<file path="config.mk">
export PLATFORM = sky130hd
export DESIGN_NAME = sie_encoder
export DESIGN_NICKNAME = d
export VERILOG_FILES = /design/src/logic/sie_pkg.sv /design/src/logic/sie_sync.sv /design/src/logic/sie_link_lamp.sv /design/src/logic/sie_encoder.sv
export SDC_FILE = /design/constraint.sdc
export NUM_CORES = 1
export LEC_CHECK = 0
export BUFFER_PORTS_ARGS = -buffer_cell sky130_fd_sc_hd__buf_2
export CAP_MARGIN = 20
export CORE_ASPECT_RATIO = 1.4
export CORE_MARGIN = 10
export CORE_UTILIZATION = 64
export DETAILED_ROUTE_END_ITERATION = 8
export PLACE_DENSITY = 0.85
export RECOVER_POWER = 50
export SETUP_SLACK_MARGIN = 0.05
export SYNTH_ARGS = -nofsm -noshare
export SYNTH_HDL_FRONTEND = slang
export SYNTH_SLANG_ARGS = --single-unit
</file>
<file path="constraint.sdc">
create_clock -name clk -period 3.3 [get_ports clk]
set_input_delay 0 -clock clk [delete_from_list [all_inputs] [get_ports clk]]
set_output_delay 0 -clock clk [all_outputs]
set_load 0.05 [all_outputs]
</file>
<file path="src/logic/sie_pkg.sv">
package sie_pkg;
  // ****************************************
  // lamp colour codes
  // ****************************************
  typedef enum logic [1:0] {
    SIE_OFF = 2'h0,
    SIE_GREEN = 2'h1,
    SIE_RED = 2'h2,
    SIE_YELLOW = 2'h3
  } sie_colour_t;
  // ****************************************
  // timing
  // ****************************************
  localparam int CLK_HZ = 40000000;
  localparam int FLASH_HALF_MS = 500;
  localparam int FLASH_HALF_CYC = CLK_HZ / 1000 * FLASH_HALF_MS;
  localparam int ACT_HOLD_MS = 100;
  localparam int ACT_HOLD_CYC = CLK_HZ / 1000 * ACT_HOLD_MS;
  localparam int CNT_W = 32;
endpackage

</file>
<file path="src/logic/sie_sync.sv">
`timescale 1ns/100ps
module sie_sync #(
  parameter int W = 1
) (
  // clock and reset
  input wire logic clk,
  input wire logic reset_n,
  // data
  input wire logic [W-1:0] d,
  output logic [W-1:0] q
);
  logic [W-1:0] s1_reg;
  logic [W-1:0] s2_reg;
  logic [W-1:0] s1_next;
  logic [W-1:0] s2_next;
  always_comb begin
    s1_next = d;
    s2_next = s1_reg;
  end
  always_ff @(posedge clk or negedge reset_n) begin
    if (!reset_n) begin
      s1_reg <= '0;
      s2_reg <= '0;
    end else begin
      s1_reg <= s1_next;
      s2_reg <= s2_next;
    end
  end
  assign q = s2_reg;
endmodule

</file>
<file path="src/logic/sie_link_lamp.sv">
`timescale 1ns/100ps
module sie_link_lamp (
  // clock and reset
  input wire logic clk,
  input wire logic reset_n,
  // timing
  input wire logic flash_phase,
  input wire logic [31:0] hold_cycles,
  // link state, already synchronised
  input wire logic link_up,
  input wire logic activity,
  // lamp
  output logic [1:0] lamp
);
  logic [31:0] hold_reg;
  logic [31:0] hold_next;
  logic [1:0] lamp_reg;
  logic [1:0] lamp_next;
  always_comb begin
    hold_next = hold_reg;
    if (activity && link_up) begin
      hold_next = hold_cycles;
    end else if (hold_reg != 32'h0) begin
      hold_next = hold_reg - 32'h1;
    end
    if (!link_up) begin
      lamp_next = sie_pkg::SIE_OFF;
    end else if (hold_reg != 32'h0) begin
      lamp_next = flash_phase ? sie_pkg::SIE_GREEN : sie_pkg::SIE_OFF;
    end else begin
      lamp_next = sie_pkg::SIE_GREEN;
    end
  end
  always_ff @(posedge clk or negedge reset_n) begin
    if (!reset_n) begin
      hold_reg <= 32'h0;
      lamp_reg <= 2'h0;
    end else begin
      hold_reg <= hold_next;
      lamp_reg <= lamp_next;
    end
  end
  assign lamp = lamp_reg;
endmodule

</file>
<file path="src/logic/sie_encoder.sv">
`timescale 1ns/100ps
module sie_encoder #(
  parameter int N_TEST = 4,
  parameter logic [31:0] FLASH_HALF = 32'(sie_pkg::FLASH_HALF_CYC),
  parameter logic [31:0] ACT_HOLD = 32'(sie_pkg::ACT_HOLD_CYC)
) (
  // clock and reset
  input wire logic clk,
  input wire logic reset_n,
  // flash period override, zero selects the default half period
  input wire logic [31:0] flash_half_cycles,
  // module condition inputs from pins
  input wire logic power_ok,
  input wire logic unrecoverable_fault,
  input wire logic recoverable_fault,
  input wire logic config_invalid,
  input wire logic self_test,
  input wire logic fw_update,
  input wire logic idle_wait,
  // network condition inputs
  input wire logic ip_acquired,
  input wire logic conn_established,
  input wire logic conn_timeout,
  input wire logic critical_link_fail,
  input wire logic await_target_network_identifier,
  // link ports
  input wire logic [1:0] link_up,
  input wire logic [1:0] link_activity,
  // test outputs
  input wire logic [N_TEST-1:0] test_on,
  input wire logic [N_TEST-1:0] test_unused,
  input wire logic [N_TEST-1:0] test_fault,
  // lamps: 2-bit colour codes
  output logic [1:0] health_lamp,
  output logic [1:0] net_lamp,
  output logic [1:0] link0_lamp,
  output logic [1:0] link1_lamp,
  output logic [2*N_TEST-1:0] test_lamp
);
  // ****************************************
  // input synchronisers
  // ****************************************
  localparam int NS = 12 + 4 + 3 * N_TEST;
  logic [NS-1:0] raw;
  logic [NS-1:0] syn;
  assign raw = {power_ok, unrecoverable_fault, recoverable_fault,
                config_invalid, self_test, fw_update, idle_wait,
                ip_acquired, conn_established, conn_timeout,
                critical_link_fail, await_target_network_identifier,
                link_up, link_activity, test_on, test_unused, test_fault};
  sie_sync #(.W(NS)) u_sync (
    .clk(clk),
    .reset_n(reset_n),
    .d(raw),
    .q(syn)
  );
  logic s_pwr;
  logic s_unrec;
  logic s_rec;
  logic s_cfg;
  logic s_st;
  logic s_fw;
  logic s_idle;
  logic s_ip;
  logic s_est;
  logic s_tmo;
  logic s_crit;
  logic s_tgt;
  logic [1:0] s_lup;
  logic [1:0] s_lact;
  logic [N_TEST-1:0] s_ton;
  logic [N_TEST-1:0] s_tun;
  logic [N_TEST-1:0] s_tflt;
  assign {s_pwr, s_unrec, s_rec, s_cfg, s_st, s_fw, s_idle, s_ip, s_est,
          s_tmo, s_crit, s_tgt, s_lup, s_lact, s_ton, s_tun, s_tflt} = syn;
  // ****************************************
  // shared flash timebase
  // ****************************************
  logic [31:0] half_sel;
  logic [31:0] fcnt_reg;
  logic [31:0] fcnt_next;
  logic phase_reg;
  logic phase_next;
  always_comb begin
    half_sel = (flash_half_cycles == 32'h0) ? FLASH_HALF : flash_half_cycles;
    fcnt_next = fcnt_reg + 32'h1;
    phase_next = phase_reg;
    if (fcnt_reg >= half_sel - 32'h1) begin
      fcnt_next = 32'h0;
      phase_next = !phase_reg;
    end
  end
  always_ff @(posedge clk or negedge reset_n) begin
    if (!reset_n) begin
      fcnt_reg <= 32'h0;
      phase_reg <= 1'b0;
    end else begin
      fcnt_reg <= fcnt_next;
      phase_reg <= phase_next;
    end
  end
  // ****************************************
  // unrecoverable fault latch
  // ****************************************
  logic unrec_reg;
  logic unrec_next;
  always_comb begin
    unrec_next = (unrec_reg || s_unrec) && s_pwr;
  end
  always_ff @(posedge clk or negedge reset_n) begin
    if (!reset_n) begin
      unrec_reg <= 1'b0;
    end else begin
      unrec_reg <= unrec_next;
    end
  end
  // ****************************************
  // health and network lamps
  // ****************************************
  logic [1:0] flash_g;
  logic [1:0] flash_r;
  logic [1:0] alt_rg;
  logic [1:0] health_reg;
  logic [1:0] health_next;
  logic [1:0] net_reg;
  logic [1:0] net_next;
  always_comb begin
    flash_g = phase_reg ? sie_pkg::SIE_GREEN : sie_pkg::SIE_OFF;
    flash_r = phase_reg ? sie_pkg::SIE_RED : sie_pkg::SIE_OFF;
    alt_rg = phase_reg ? sie_pkg::SIE_RED : sie_pkg::SIE_GREEN;
    // fixed precedence, highest first
    if (!s_pwr) begin
      health_next = sie_pkg::SIE_OFF;
    end else if (unrec_reg || s_unrec) begin
      health_next = sie_pkg::SIE_RED;
    end else if (s_st) begin
      health_next = alt_rg;
    end else if (s_fw) begin
      health_next = flash_r;
    end else if (s_rec) begin
      health_next = flash_r;
    end else if (s_cfg) begin
      health_next = alt_rg;
    end else if (s_idle) begin
      health_next = flash_g;
    end else begin
      health_next = sie_pkg::SIE_GREEN;
    end
    if (!s_pwr) begin
      net_next = sie_pkg::SIE_OFF;
    end else if (s_st) begin
      net_next = alt_rg;
    end else if (s_fw) begin
      net_next = flash_r;
    end else if (s_crit) begin
      net_next = sie_pkg::SIE_RED;
    end else if (s_tgt) begin
      net_next = alt_rg;
    end else if (!s_ip) begin
      net_next = sie_pkg::SIE_OFF;
    end else if (s_tmo) begin
      net_next = flash_r;
    end else if (s_est) begin
      net_next = sie_pkg::SIE_GREEN;
    end else begin
      net_next = flash_g;
    end
  end
  always_ff @(posedge clk or negedge reset_n) begin
    if (!reset_n) begin
      health_reg <= 2'h0;
      net_reg <= 2'h0;
    end else begin
      health_reg <= health_next;
      net_reg <= net_next;
    end
  end
  assign health_lamp = health_reg;
  assign net_lamp = net_reg;
  // ****************************************
  // link lamps
  // ****************************************
  sie_link_lamp u_link0 (
    .clk(clk),
    .reset_n(reset_n),
    .flash_phase(phase_reg),
    .hold_cycles(ACT_HOLD),
    .link_up(s_lup[0]),
    .activity(s_lact[0]),
    .lamp(link0_lamp)
  );
  sie_link_lamp u_link1 (
    .clk(clk),
    .reset_n(reset_n),
    .flash_phase(phase_reg),
    .hold_cycles(ACT_HOLD),
    .link_up(s_lup[1]),
    .activity(s_lact[1]),
    .lamp(link1_lamp)
  );
  // ****************************************
  // test-output lamps
  // ****************************************
  logic [2*N_TEST-1:0] test_reg;
  logic [2*N_TEST-1:0] test_next;
  always_comb begin
    test_next = '0;
    for (int i = 0; i < N_TEST; i++) begin
      if (!s_pwr || s_tun[i]) begin
        test_next[2*i +: 2] = sie_pkg::SIE_OFF;
      end else if (s_tflt[i]) begin
        test_next[2*i +: 2] = sie_pkg::SIE_RED;
      end else if (s_ton[i]) begin
        test_next[2*i +: 2] = sie_pkg::SIE_YELLOW;
      end else begin
        test_next[2*i +: 2] = sie_pkg::SIE_OFF;
      end
    end
  end
  always_ff @(posedge clk or negedge reset_n) begin
    if (!reset_n) begin
      test_reg <= '0;
    end else begin
      test_reg <= test_next;
    end
  end
  assign test_lamp = test_reg;
endmodule

</file>
==> run_results.csv <==
group,metric,value,unit
run_status,status,"finished with violations",
run_status,violations,"max-capacitance violations, max-slew violations",
yosys,seq_area_frac_synth,51.1,%
clock_tree,cts_resized,0,
sta,setup_tns,0,ns
finish,diodes,0,
sta,fin_crit,2.93,ns
yosys,synth-edff-count,0,
critical_path,cp_cell_sequence,"buf_2, or4_1, nor3_2, nand3_2, nor3_2, buf_4, nand3b_1, xor2_1, ha_1, nand4_1, nor2_1, a22oi_1, a31o_2, o21ai_2, buf_4, nor2_1",
yosys,synth_compound_area_share,7.49,%
clock_tree,root_buffer,"clkbuf_16",
route,routedLengthMet1,7030,um
finish,fillers,814,
grt,grt_pass1_wl,32200,um
yosys,synth.top_cell.area_share,51.1,%
die,die_y,154,um
critical_path,crit_type,"in2reg",
route,wl_met3,963,um
sta,slew-limit-headroom,-72.7,%
route,routed-wl-met2,10700,um
route,drtAntennaViolNets,0,
critical_path,ff2ff_setup_slack,0.72,ns
critical_path,worstReg2RegStart,"u_link0.hold_reg[0]",
power,seq_power_share,46.3,%
yosys,synth-xor-area-share,10.2,%
grt,grt_util_all_layers,22.5,%
worst_hold_path,hold_end,"u_sync.s1_reg[25]",
route,drcViolationCount,0,
place,place_congestion,0.893,
yosys,yosysWarningCount,0,
critical_path,critPathMaxFanout,9,
worst_hold_path,hold_start,"recoverable_fault",
critical_path,worstPathArrival,3.24,ns
grt,gr-total-overflow,0,
clock_tree,clkSlewWorstSetupHoldPaths,0.08,ns
critical_path,cp-end-kind,"register",
clock_tree,numClockSinks,168,
critical_path,crit_path_start_kind,"input port",
grt,antenna_found_initial,0,
finish,final_util,76.3,%
grt,grt_max_degree,110,
yosys,synth_simple_gate_area_share,24.2,%
yosys,syn_avg_cell_area,10.5,um2
critical_path,critical-path-max-stage-delay,0.57,ns
critical_path,crit_required,3.61,ns
sta,skew,0.00886,ns
sta,fmax,342,MHz
critical_path,reg2regPathDepth,8,
route,drt-initial-drc-count,319,
power,leakage,4.32,nW
sta,slew_viol_final,109,
job,cap_violations,1,
yosys,yosysTopAreaCell,"dfrtp_1",
die,start_util,64.6,%
critical_path,r2r_end,"u_link0.hold_reg[7]",
yosys,ys_async_sr_fraction,100,%
sta,hold_viol,0,
route,via_count,6435,
finish,fin_nets,1000,
yosys,syn_inst,786,
power,netSwitchingFraction,30.7,%
power,switchingPower,0.00157,W
finish,fin_cells,1068,
worst_hold_path,hp-class,"in2reg",
route,viasPerCell,6.03,
power,p_int,0.00354,W
sta,fin_crit_sh,88.7,%
power,combPwrFrac,13.8,%
route,totalWireLength,19400,um
die,rows,49,
finish,layout-drive-gt1-share,15.4,%
clock_tree,tritoncts,"done",
route,routed.top_layer,"met4",
yosys,synth_flop_cell,"dfrtp_1",
yosys,synth.area.top_cells,"dfrtp_1 51%, xor2_1 5.9%, ha_1 5.5%",
die,dieArea,17900,um2
place,placed_cells,1007,
die,die_w,116,um
yosys,synth.area.mux_share,0,%
place,detailed_place_hpwl,13100,um
clock_tree,cts.path.max_buffers,2,
clock_tree,clk_latency,0.43,ns
sta,worst_slew_pin_slew,2.59,ns
finish,area_growth,18.2,%
yosys,ys_ff_latch,168,
place,port_buffers,75,
grt,grt_pass1_vias,6796,
yosys,synthAdderAreaFrac,5.47,%
critical_path,crit_slowest_cell,"or4_1",
worst_hold_path,whs_path_depth,2,
clock_tree,htree_levels,4,
route,wl_per_cell,18.2,um
power,ir_worst_vdd,0.411,mV
power,clkPwrFrac,39.9,%
power,power_density,524,nW/um2
route,drt_first_pass_iters,5,
die,core-area,12800,um2
yosys,syn_area,8230,um2
sta,setup_viol,0,
yosys,synth_top_family_by_area,"simple AND/OR/NAND/NOR gates",
die,ioPinCount,78,
sta,rsz0062_at_grt,"no",
yosys,netlist-cell-type-count,67,
clock_tree,cts_buffers,17,
## routing by layer
metal,up-vias,track usage [%]
li1,3010,-
met1,3150,23.9
met2,214,40.6
met3,61,5.23
met4,0,10.5
met5,-,0
## critical path, delay by kind of cell
| kind | cells | cell delay, ns |
|---|---|---|
| and+or+nand+nor | 8 | 1.72 |
| buffers and inverters | 3 | 0.52 |
| AOI/OAI and AO/OA | 3 | 0.51 |
| adders and majority gates | 1 | 0.30 |
| xor gates and xnor gates | 1 | 0.19 |
## how the worst max path moves through the flow
stage | from | endpoint | slack, ns | depth (start not counted)
floorplan | flash_half_cycles[12] | fcnt_reg[23] | 0.21 | 14
global placement | flash_half_cycles[6] | fcnt_reg[7] | 0.14 | 15
detailed placement | flash_half_cycles[13] | fcnt_reg[5] | -0.005 | 16
CTS | flash_half_cycles[13] | fcnt_reg[5] | 0.42 | 16
global route | flash_half_cycles[2] | fcnt_reg[7] | 0.14 | 15
finish | flash_half_cycles[13] | fcnt_reg[5] | 0.37 | 16
## power by group through the flow
stage	logic, W	registers [W]	clock network (W)
final	0.000706	0.00236	0.00204
after global routing	0.000785	0.00238	0.00215
after detailed placement	0.000658	0.00239	0
after CTS	0.000709	0.00236	0.00206
after global placement	0.000615	0.00237	0
after floorplan	0.000426	0.00238	0
## cells in the mapped netlist (all sizes together) (6+ instances only)
library cell and instances:
a21oi 29, and2 8, and3 17, buf 6
clkbuf 12, dfrtp 168, ha 36, inv 9
nand2 56, nand2b 10, nand3 20, nand4 16
nor2 112, nor2b 6, nor3 34, nor3b 6
nor4 20, o211ai 7, o21ai 28, or3 21
or4 10, xnor2 41, xor2 55
## cell type report
class                      instances  area (um2)  share of cell area [%]
inverter                           9        33.8                   0.347
tap                              153         191                    1.97
multi-input combinational        591        3910                    40.2
clock inverter                    15         206                    2.12
sequential                       168        4200                    43.2
clock buffer                      17         425                    4.37
timing repair buffer             115         759                    7.80
## cell families after synthesis
family / Yosys count
simple gates: 359
flops: 168
compound gates: 98
xor+xnor: 96
fa+ha+maj: 36
buf+inv: 28
other cells: 1
## repair_timing
| item | 4_1_cts | 5_1_grt |
|---|---|---|
| endpoints found under the hold margin | 136 | 0 |
| buffers inserted | 0 | 0 |
| hold buffers | 29 | 0 |
## per-stage QoR
step / setup slack [ns] / instance area, um2 / total power (W) / hold WS (ns)
4_1_cts: 0.424 / 9750 / 0.00512 / 0.188
5_1_grt: 0.144 / 9730 / 0.00532 / 0.194
6_report: 0.373 / 9730 / 0.00510 / 0.200
2_1_floorplan: 0.208 / 8240 / 0.00281 / -0.296
3_3_place_gp: 0.141 / 8830 / 0.00298 / 0.107
3_5_place_dp: -0.00532 / 8830 / 0.00305 / 0.109
## cell usage in the layout, fill, tap and decap left out, types with 4 or more instances in the layout
cell type	synthesis	routed
dlygate4sd3_1	1	29
o21a_1	5	5
a211oi_1	5	5
or3_1	21	21
inv_1	9	9
or4_1	7	7
nand2b_1	10	10
nand4_1	15	15
ha_1	36	36
a21oi_1	29	29
nor3_1	28	28
and4_1	4	4
nand3_1	18	18
buf_4	2	9
nor2_1	112	112
and3_1	16	16
nand2_1	54	54
nor3b_1	5	5
nor4_1	15	15
nor4bb_1	4	4
and2_1	6	6
nor2b_1	6	6
a31oi_1	4	4
clkbuf_16	0	17
clkinv_8	0	7
o21ai_0	25	25
clkbuf_1	12	11
buf_2	4	63
dfrtp_1	168	168
xor2_1	55	55
xnor2_1	41	41
o211ai_1	6	6
nor4_2	5	5
nand3b_1	4	4
(Power assumes the default switching activity.)
